<file path="src/pkg/uact_cfg.svh">
// Purpose: addresses, field positions, reset values and counts of the uart block
// Assumes: 32-bit aligned registers, low byte carries all fields
// Notes: every figure of the block lives here once
`ifndef UACT_CFG_SVH
`define UACT_CFG_SVH
// register byte addresses
`define UACT_RBR_ADDR 32'h40008000
`define UACT_IER_ADDR 32'h40008004
`define UACT_FCR_ADDR 32'h40008008
`define UACT_MCR_ADDR 32'h40008010
`define UACT_LSR_ADDR 32'h40008014
`define UACT_MSR_ADDR 32'h40008018
`define UACT_MSC_ADDR 32'h4000801C
`define UACT_ER_ADDR 32'h40008024
// field positions
`define UACT_IER_CTS 7
`define UACT_MCR_AUTO_CLEAR_TO_SEND_ENABLE 7
`define UACT_ER_MS 3
`define UACT_FCR_EN 0
`define UACT_LSR_RDR 0
`define UACT_LSR_OE 1
`define UACT_LSR_PE 2
`define UACT_MSR_DCTS 0
// reset values
`define UACT_REG_RST 8'h00
`define UACT_PIN_RST 4'hF
// counts and responses
`define UACT_BIT_CYC 16
`define UACT_FIFO_DEPTH 16
`define UACT_RESP_OK 2'h0
`define UACT_RESP_ERR 2'h2
`endif

</file>
<file path="src/pkg/uact_pkg.sv">
// Purpose: shared types of the uart block
// Assumes: nothing beyond the cfg header
// Notes: state codes written out
package uact_pkg;
	typedef enum logic [1:0] {
		TX_IDLE = 2'h0,
		TX_START = 2'h1,
		TX_DATA = 2'h2,
		TX_STOP = 2'h3
	} uact_tx_t;
endpackage : uact_pkg

</file>
<file path="src/design/uact_sync.sv">
// Purpose: two-stage level synchroniser for modem pins
// Assumes: inputs are levels, settle for two clocks
// Notes: first stage feeds only the second
module uact_sync #(
	parameter int W = 4,
	parameter logic [W-1:0] RST = '1
) (
	input wire logic clk,
	input wire logic rstn,
	input wire logic ce,
	input wire logic [W-1:0] d,
	output logic [W-1:0] q
);
	logic [W-1:0] meta_r;

	// two flops in a row, nothing taps the first
	always_ff @(posedge clk) begin
		if (!rstn) begin
			meta_r <= RST;
			q <= RST;
		end else if (ce) begin
			meta_r <= d;
			q <= meta_r;
		end
	end
endmodule : uact_sync

</file>
<file path="src/design/uact_fifo.sv">
// Purpose: small fifo with registered head word
// Assumes: DEPTH is a power of two
// Notes: head data valid in the cycle rd_valid is high
module uact_fifo #(
	parameter int W = 8,
	parameter int DEPTH = 16
) (
	input wire logic clk,
	input wire logic rstn,
	input wire logic ce,
	input wire logic wr_valid,
	output logic wr_ready,
	input wire logic [W-1:0] wr_data,
	output logic rd_valid,
	input wire logic rd_ready,
	output logic [W-1:0] rd_data
);
	localparam int AW = $clog2(DEPTH);
	logic [W-1:0] mem [DEPTH];
	logic [AW-1:0] wp_r, rp_r, rp_nxt;
	logic [AW:0] cnt_r;
	logic push, pop;

	assign wr_ready = cnt_r != (AW+1)'(DEPTH);
	assign rd_valid = cnt_r != '0;
	assign push = wr_valid && wr_ready;
	assign pop = rd_ready && rd_valid;
	assign rp_nxt = rp_r + AW'(pop);

	// storage and pointers
	always_ff @(posedge clk) begin
		if (!rstn) begin
			wp_r <= '0;
			rp_r <= '0;
			cnt_r <= '0;
		end else if (ce) begin
			wp_r <= wp_r + AW'(push);
			rp_r <= rp_nxt;
			cnt_r <= cnt_r + (AW+1)'(push) - (AW+1)'(pop);
		end
	end

	always_ff @(posedge clk) begin
		if (ce && push) begin
			mem[wp_r] <= wr_data;
		end
	end

	// head register, bypass when the head slot is written now
	always_ff @(posedge clk) begin
		if (!rstn) begin
			rd_data <= '0;
		end else if (ce) begin
			rd_data <= (push && wp_r == rp_nxt) ? wr_data : mem[rp_nxt];
		end
	end
endmodule : uact_fifo

</file>
<file path="src/design/uact_top.sv">
// Purpose: uart transmit with hardware cts gating, modem and line status
// Assumes: 8N1 transmit, receive shifter outside hands over whole characters
// Notes: registers over AXI4-Lite, one register per aligned word
//
// Overview of operation
// - cts gating only while auto-cts enable set
// - cts sampled before each next character start
// - cts low permits start, high withholds it
// - deassert mid-character finishes it, then stall
// - stalled transmitter drives idle mark level
// - resume sends start bit then next data
// - auto-cts off sends queued data regardless
// - every cts change sets delta-cts flag
// - master enable low blocks modem interrupt
// - with auto-cts, delta-cts needs cts enable
// - data ready while receive buffer nonempty
// - line status read clears overrun
// - bad parity sets flag, read clears
// - parity flag follows fifo head character
//
// The implementer's own choice: the AXI4-Lite slave port.
`include "uact_cfg.svh"
module uact_top #(
	parameter int BIT_CYC = `UACT_BIT_CYC,
	parameter int DEPTH = `UACT_FIFO_DEPTH
) (
	input wire logic aclk,
	input wire logic aresetn,
	input wire logic ce,
	input wire logic [31:0] awaddr,
	input wire logic awvalid,
	output logic awready,
	input wire logic [31:0] wdata,
	input wire logic [3:0] wstrb,
	input wire logic wvalid,
	output logic wready,
	output logic [1:0] bresp,
	output logic bvalid,
	input wire logic bready,
	input wire logic [31:0] araddr,
	input wire logic arvalid,
	output logic arready,
	output logic [31:0] rdata,
	output logic [1:0] rresp,
	output logic rvalid,
	input wire logic rready,
	input wire logic cts_n,
	input wire logic dsr_n,
	input wire logic ri_n,
	input wire logic dcd_n,
	output logic txd,
	input wire logic rsh_valid,
	input wire logic [7:0] rsh_data,
	input wire logic rsh_parity_bad,
	output logic irq
);
	localparam int CW = $clog2(BIT_CYC);

	logic [31:0] awaddr_r, wdata_r;
	logic wb0_r, do_wr, rd_hs, lsr_rd, mapped_w, mapped_r;
	logic [7:0] ier_r, fcr_r, mcr_r, er_r, rd_mux;
	logic [3:0] pins_s, pins_prev_r, ms_set, ms_r, ms_clr;
	logic cts_en, cts_low, fifo_en;
	logic tx_push, tx_wr_ready, tx_rd_valid, tx_go;
	logic [7:0] tx_head;
	uact_pkg::uact_tx_t tx_state_r;
	logic [CW-1:0] cyc_r;
	logic [2:0] bit_r;
	logic [7:0] shift_r;
	logic bit_end;
	logic rx_push, rx_pop, rx_wr_ready, rx_rd_valid, rx_full;
	logic [8:0] rx_head;
	logic oe_r, pe_r, pe_seen_r, oe_set, pe_set;

	assign cts_en = mcr_r[`UACT_MCR_AUTO_CLEAR_TO_SEND_ENABLE];
	assign fifo_en = fcr_r[`UACT_FCR_EN];
	assign cts_low = !pins_s[0];
	assign do_wr = !awready && !wready && !bvalid;
	assign rd_hs = arvalid && arready;
	assign lsr_rd = rd_hs && araddr == `UACT_LSR_ADDR;

	// pins order {dcd, ri, dsr, cts}, all through two flops
	uact_sync #(
		.W(4),
		.RST(`UACT_PIN_RST)
	) u_sync (
		.clk(aclk),
		.rstn(aresetn),
		.ce(ce),
		.d({dcd_n, ri_n, dsr_n, cts_n}),
		.q(pins_s)
	);

	// write address and data taken in either order
	always_ff @(posedge aclk) begin
		if (!aresetn) begin
			awready <= 1'b1;
			wready <= 1'b1;
			awaddr_r <= '0;
			wdata_r <= '0;
			wb0_r <= 1'b0;
		end else if (ce) begin
			if (awvalid && awready) begin
				awready <= 1'b0;
				awaddr_r <= awaddr;
			end else if (do_wr) begin
				awready <= 1'b1;
			end
			if (wvalid && wready) begin
				wready <= 1'b0;
				wdata_r <= wdata;
				wb0_r <= wstrb[0];
			end else if (do_wr) begin
				wready <= 1'b1;
			end
		end
	end

	always_comb begin
		unique case (awaddr_r)
			`UACT_RBR_ADDR, `UACT_IER_ADDR, `UACT_FCR_ADDR, `UACT_MCR_ADDR,
			`UACT_MSC_ADDR, `UACT_ER_ADDR: mapped_w = 1'b1;
			default: mapped_w = 1'b0;
		endcase
	end

	// write response
	always_ff @(posedge aclk) begin
		if (!aresetn) begin
			bvalid <= 1'b0;
			bresp <= `UACT_RESP_OK;
		end else if (ce) begin
			if (do_wr) begin
				bvalid <= 1'b1;
				bresp <= mapped_w ? `UACT_RESP_OK : `UACT_RESP_ERR;
			end else if (bready) begin
				bvalid <= 1'b0;
			end
		end
	end

	// software control registers, low byte lane only
	always_ff @(posedge aclk) begin
		if (!aresetn) begin
			ier_r <= `UACT_REG_RST;
			fcr_r <= `UACT_REG_RST;
			mcr_r <= `UACT_REG_RST;
			er_r <= `UACT_REG_RST;
		end else if (ce && do_wr && wb0_r) begin
			unique case (awaddr_r)
				`UACT_IER_ADDR: ier_r <= wdata_r[7:0];
				`UACT_FCR_ADDR: fcr_r <= wdata_r[7:0];
				`UACT_MCR_ADDR: mcr_r <= wdata_r[7:0];
				`UACT_ER_ADDR: er_r <= wdata_r[7:0];
				default: ;
			endcase
		end
	end

	// read mux
	always_comb begin
		mapped_r = 1'b1;
		unique case (araddr)
			`UACT_RBR_ADDR: rd_mux = rx_head[7:0];
			`UACT_IER_ADDR: rd_mux = ier_r;
			`UACT_FCR_ADDR: rd_mux = fcr_r;
			`UACT_MCR_ADDR: rd_mux = mcr_r;
			`UACT_LSR_ADDR: rd_mux = {5'h00, pe_r, oe_r, rx_rd_valid};
			`UACT_MSR_ADDR: rd_mux = {~pins_s, ms_r};
			`UACT_ER_ADDR: rd_mux = er_r;
			default: begin
				rd_mux = 8'h00;
				mapped_r = 1'b0;
			end
		endcase
		if (araddr == `UACT_RBR_ADDR && !rx_rd_valid) begin
			rd_mux = 8'h00;
		end
	end

	// read channel, one cycle from address to data
	always_ff @(posedge aclk) begin
		if (!aresetn) begin
			arready <= 1'b1;
			rvalid <= 1'b0;
			rdata <= '0;
			rresp <= `UACT_RESP_OK;
		end else if (ce) begin
			if (rd_hs) begin
				arready <= 1'b0;
				rvalid <= 1'b1;
				rdata <= {24'h000000, rd_mux};
				rresp <= mapped_r ? `UACT_RESP_OK : `UACT_RESP_ERR;
			end else if (rvalid && rready) begin
				rvalid <= 1'b0;
				arready <= 1'b1;
			end
		end
	end

	// modem deltas: changes of cts, dsr, dcd and trailing edge of ri
	assign ms_set = {pins_s[3] ^ pins_prev_r[3], pins_s[2] && !pins_prev_r[2],
		pins_s[1] ^ pins_prev_r[1], pins_s[0] ^ pins_prev_r[0]};
	assign ms_clr = (do_wr && wb0_r && awaddr_r == `UACT_MSC_ADDR) ? wdata_r[3:0] : 4'h0;

	// sticky modem flags, a set beats a clear
	always_ff @(posedge aclk) begin
		if (!aresetn) begin
			pins_prev_r <= `UACT_PIN_RST;
			ms_r <= 4'h0;
		end else if (ce) begin
			pins_prev_r <= pins_s;
			ms_r <= ms_set | (ms_r & ~ms_clr);
		end
	end

	// modem interrupt qualification
	always_ff @(posedge aclk) begin
		if (!aresetn) begin
			irq <= 1'b0;
		end else if (ce) begin
			irq <= er_r[`UACT_ER_MS] && ((|ms_r[3:1]) ||
				(ms_r[0] && (!cts_en || ier_r[`UACT_IER_CTS])));
		end
	end

	// transmit queue, full queue drops the write
	assign tx_push = do_wr && wb0_r && awaddr_r == `UACT_RBR_ADDR;
	assign tx_go = tx_state_r == uact_pkg::TX_IDLE && tx_rd_valid &&
		(!cts_en || cts_low);
	assign bit_end = cyc_r == CW'(BIT_CYC - 1);

	uact_fifo #(
		.W(8),
		.DEPTH(DEPTH)
	) u_txq (
		.clk(aclk),
		.rstn(aresetn),
		.ce(ce),
		.wr_valid(tx_push),
		.wr_ready(tx_wr_ready),
		.wr_data(wdata_r[7:0]),
		.rd_valid(tx_rd_valid),
		.rd_ready(tx_go),
		.rd_data(tx_head)
	);

	// bit timer
	always_ff @(posedge aclk) begin
		if (!aresetn) begin
			cyc_r <= '0;
		end else if (ce) begin
			if (tx_go || bit_end || tx_state_r == uact_pkg::TX_IDLE) begin
				cyc_r <= '0;
			end else begin
				cyc_r <= cyc_r + CW'(1);
			end
		end
	end

	// transmit shifter: start, eight data lsb first, one stop
	always_ff @(posedge aclk) begin
		if (!aresetn) begin
			tx_state_r <= uact_pkg::TX_IDLE;
			txd <= 1'b1;
			shift_r <= 8'h00;
			bit_r <= 3'h0;
		end else if (ce) begin
			unique case (tx_state_r)
				uact_pkg::TX_IDLE: begin
					txd <= 1'b1;
					if (tx_go) begin
						tx_state_r <= uact_pkg::TX_START;
						txd <= 1'b0;
						shift_r <= tx_head;
					end
				end
				uact_pkg::TX_START: begin
					if (bit_end) begin
						tx_state_r <= uact_pkg::TX_DATA;
						txd <= shift_r[0];
						bit_r <= 3'h0;
					end
				end
				uact_pkg::TX_DATA: begin
					if (bit_end) begin
						if (bit_r == 3'h7) begin
							tx_state_r <= uact_pkg::TX_STOP;
							txd <= 1'b1;
						end else begin
							bit_r <= bit_r + 3'h1;
							shift_r <= {1'b0, shift_r[7:1]};
							txd <= shift_r[1];
						end
					end
				end
				uact_pkg::TX_STOP: begin
					if (bit_end) begin
						tx_state_r <= uact_pkg::TX_IDLE;
					end
				end
			endcase
		end
	end

	// receive buffer, depth one when fifo mode is off
	assign rx_full = fifo_en ? !rx_wr_ready : rx_rd_valid;
	assign rx_push = rsh_valid && !rx_full;
	assign rx_pop = rd_hs && araddr == `UACT_RBR_ADDR && rx_rd_valid;
	assign oe_set = rsh_valid && rx_full;
	assign pe_set = fifo_en ? (rx_rd_valid && rx_head[8] && !pe_seen_r) :
		(rx_push && rsh_parity_bad);

	uact_fifo #(
		.W(9),
		.DEPTH(DEPTH)
	) u_rxq (
		.clk(aclk),
		.rstn(aresetn),
		.ce(ce),
		.wr_valid(rx_push),
		.wr_ready(rx_wr_ready),
		.wr_data({rsh_parity_bad, rsh_data}),
		.rd_valid(rx_rd_valid),
		.rd_ready(rx_pop),
		.rd_data(rx_head)
	);

	// line status flags, a set beats the read clear
	always_ff @(posedge aclk) begin
		if (!aresetn) begin
			oe_r <= 1'b0;
			pe_r <= 1'b0;
			pe_seen_r <= 1'b0;
		end else if (ce) begin
			oe_r <= oe_set || (oe_r && !lsr_rd);
			pe_r <= pe_set || (pe_r && !lsr_rd);
			pe_seen_r <= !rx_pop && (pe_seen_r || rx_rd_valid);
		end
	end
endmodule : uact_top

</file>
<file path="config.mk">
export PLATFORM = sky130hd
export DESIGN_NAME = uact_top
export DESIGN_NICKNAME = d
export VERILOG_FILES = /design/src/pkg/uact_pkg.sv /design/src/design/uact_sync.sv /design/src/design/uact_fifo.sv /design/src/design/uact_top.sv
export VERILOG_INCLUDE_DIRS = /design/src /design/src/pkg
export SDC_FILE = /design/constraint.sdc
export NUM_CORES = 1
export LEC_CHECK = 0
export BUFFER_PORTS_ARGS = -buffer_cell sky130_fd_sc_hd__buf_2
export CAP_MARGIN = 20
export CORE_MARGIN = 2
export CORE_UTILIZATION = 60
export CTS_BUF_LIST = sky130_fd_sc_hd__clkbuf_4
export DETAILED_ROUTE_END_ITERATION = 12
export PLACE_DENSITY = 0.9
export REMOVE_ABC_BUFFERS = 1
export SLEW_MARGIN = 20
export SYNTH_ARGS = -nofsm -noshare
export SYNTH_HDL_FRONTEND = slang
export SYNTH_SLANG_ARGS = --single-unit
</file>
<file path="constraint.sdc">
create_clock -name aclk -period 7.7 [get_ports aclk]
set_input_delay 0.77 -clock aclk [delete_from_list [all_inputs] [get_ports aclk]]
set_output_delay 0.77 -clock aclk [all_outputs]
set_load 0.005 [all_outputs]
</file>
==> metrics.md <==
| Metric | Value |
|---|---|
| Placed insts | 1889 |
| Fillers | 2011 |
| Cell-by-cell trace of the critical path | inv_1 > ha_1 > nor4b_2 > or3_1 > nor4_4 > and2_1 > ha_2 > xnor2_1 > buf_4 > xnor2_1 > nor4_1 > nand3_1 > o2111a_1 |
| Total routed wirelength | 43.3 mm |
| Hold Startpoint | dsr_n |
| Final Skew | 0.0548 ns |
| Reg clk slew, reported paths | 0.07 ns |
| First-pass GRT wire length | 67.3 mm |
| DIE WIDTH | 180 um |
| Clock sinks | 441 |
| WHS Endpoint | u_sync.meta_r[1] |
| Max-cap violations | 0 |
| Top post-synthesis cells by area | edfxtp_1, dfxtp_1, mux4_2, mux2i_1, nand2_1 |
| Number of synthesized flops with an enable pin | 272 |
| Most common cell after layout, fill and taps aside | edfxtp_1 |
| Worst r2r src | u_rxq.cnt_r[2] |
| Slowest CP cell | nor4_1 |
| Synth area leader | edfxtp_1 |
| Total CTS buffers | 106 |
| Setup Buffers After CTS | 0 |
| Flop-to-flop setup slack | 3.44 ns |
| Placer Congestion | 0.871 |
| CP dominant cell by count | xnor2_1 |
| Fin crit share | 0.553 |
| Worst vdd ir | 218 uV |
| WP data required | 8.39 ns |
| Setup crit start kind | register |
| Post-Synthesis Cells | 1444 |
| Max Freq | 0.235 GHz |
| Crit end category | register |
| Slew headroom | 0.267 |
| Vias in the first global route | 12682 |
| Top cell type's share of synthesized area | 0.439 |
| Reg2reg end | u_rxq.rd_data[2] |
| Footprint of the multi-input gates | 6600 um^2 |
| Commonest cells after routing, fill and taps aside | edfxtp_1, nand2_1, dfxtp_1 |
| Reg area | 11600 um^2 |
| Post-synthesis async set-or-reset flop share | 0 |
| Die ar. | 32500 um^2 |
| Final net count | 1751 |
| CTS hold repair buffers | 0 |
| DPL Wire Length | 27.6 mm |
| Layout cell share with drive strength beyond 1 | 0.229 |
| First DRT Iteration DRCs | 1198 |
| PortBufs | 111 |
| Slew @ Worst Pin | 1.10 ns |
| Area Overhead vs Synth | 12.3% |
| H-tree levels | 3 |
| Root Buffer | clkbuf_4 |
| Power Density | 283 nW/um^2 |
| Antenna violations before repair | 1 |
| Unrepaired setup endpoints after global routing | no |
| CTS tree | built |
| GRT Overall Usage | 0.265 |
| Fin. Hold Viols | 0 |
| Critical Path Max Stage Delay | 0.57 ns |
| WS Path Type | reg2reg |
| WP data arrival | 4.94 ns |
| Top FF cell, synth | edfxtp_1 |
| Min cycle time layout | 4.26 ns |
| Synthesized flop and latch total | 441 |
| Post-Syn Area per Cell | 12.9 um^2 |
| Later-pin clock latency in the skew report | 0.80 ns |
| # setup viols final | 0 |
| CP max FO | 21 |
| Largest net degree at the start of global routing | 91 |
| Cell variety after synth | 62 |
| Hold Path Depth | 3 |
| Die height | 180 um |
| Wire per inst | 20.8 um |
| Worst hold path type | in2reg |
| Starting Density | 0.609 |
| YS warnings | 0 |
| GRT overflow | 0 |
| I/O Pins | 165 |
| Sum of negative setup slack | 0 ns |
| DRT Pass-1 Iters | 6 |
| Core Footprint | 30600 um^2 |
| FP Rows | 64 |
| Register area share after synthesis | 0.620 |
| Cell Area, Synth | 18600 um^2 |
| Drt drc | 0 |
| Max-slew violations | 0 |
| Leak | 0.00765 uW |
| Post_cts resized | 0 |
| Vias per cell | 6.11 |
| Post-route ant nets | 0 |
| Status | completed |
| Vias | 12728 |
| R2r worst-path depth | 13 |
| CTS Buffer Depth | 3 |
| Final Core Density | 0.684 |
| Final Non-Filler Cells | 2084 |
## worst max-delay path by stage
| stage | startpoint | end | slack, ns | cells after the start |
|---|---|---|---|---|
| after global placement | araddr[19] | u_rxq.cnt_r[4] | 2.84 | 16 |
| final | u_rxq.cnt_r[2] | u_rxq.rd_data[2] | 3.44 | 13 |
| after detailed placement | araddr[7] | u_rxq.cnt_r[4] | 2.79 | 16 |
| after global routing | araddr[7] | u_rxq.cnt_r[4] | 3.20 | 16 |
| after CTS | u_rxq.cnt_r[2] | u_rxq.rd_data[5] | 3.48 | 13 |
| after floorplan | araddr[7] | u_rxq.rd_data[0] | 2.84 | 10 |
## stage by stage
| step | worst slack, ns | total power (uW) | area (um^2) | hold slack, ns |
|---|---|---|---|---|
| 2_1_floorplan | 2.84 | 3600 | 18200 | 0.431 |
| 3_3_place_gp | 2.84 | 3880 | 19400 | 0.440 |
| 3_5_place_dp | 2.79 | 3930 | 19400 | 0.451 |
| 4_1_cts | 3.48 | 5950 | 20900 | 0.146 |
| 5_1_grt | 3.20 | 6180 | 20900 | 0.159 |
| 6_report | 3.44 | 5920 | 20900 | 0.210 |
## cell families (layout without fill, tap and decap cells)
| logic type | count (synthesis) | after routing | synth area share |
|---|---|---|---|
| AO/OA/AOI/OAI | 233 | 233 | 0.0777 |
| XOR/XNOR | 37 | 37 | 0.0182 |
| adder cells (fa/ha/maj) | 28 | 28 | 0.0196 |
| buffers and inverters | 135 | 353 | 0.0330 |
| flip-flops | 441 | 441 | 0.620 |
| multiplexers | 167 | 167 | 0.131 |
| other | 1 | 27 | 0.000201 |
| AND/OR/NAND/NOR | 402 | 402 | 0.100 |
## synthesized netlist by cell type (all sizes together) (21+ instances only)
cell type  number
clkbuf         59
a21oi         100
nand3          22
edfxtp        272
o21ai          46
mux4           61
ha             26
xnor2          21
nand2         177
mux2i         104
dfxtp         169
inv            31
buf            45
nor2          105
## cell type report
cell class | count | share of cell area
clock inverter | 28 | 0.0102
multi-input combinational | 893 | 0.316
antenna | 1 | 0.000120
timing repair buffer | 128 | 0.0328
sequential | 441 | 0.552
inverter | 31 | 0.00568
tap | 396 | 0.0237
clock buffer | 166 | 0.0596
## report_power, final
group | switching (uW) | internal [uW] | leakage, uW | total [uW]
logic | 644 | 589 | 0.00283 | 1230
registers | 74.0 | 2580 | 0.00395 | 2660
clock network | 917 | 1110 | 0.000868 | 2030
total | 1630 | 4280 | 0.00765 | 5920
## critical path: cells and delay by family, from the launching register on
| kind | cells | cell delay (ns) |
|---|---|---|
| compound gates | 1 | 0.37 |
| xor+xnor | 2 | 0.23 |
| fa+ha+maj | 2 | 0.42 |
| buf+inv | 2 | 0.36 |
| flops | 1 | 0.36 |
| simple gates | 6 | 2.41 |
## layer usage
layer  track usage  vias up  share of wire
li1              -     5734              -
met1         0.339     6172           0.39
met2         0.435      690           0.49
met3        0.0570      132          0.084
met4         0.122        0          0.037
met5             0        -              0
## state kept, by name, summed over array words and instances (netlist names), 9 cells and up, named ones only
| name | count |
|---|---|
| u_rxq.mem | 144 |
| u_txq.mem | 128 |
| awaddr_r | 32 |
| u_rxq.rd_data | 9 |
No activity file was read; power rests on OpenSTA's default activity.
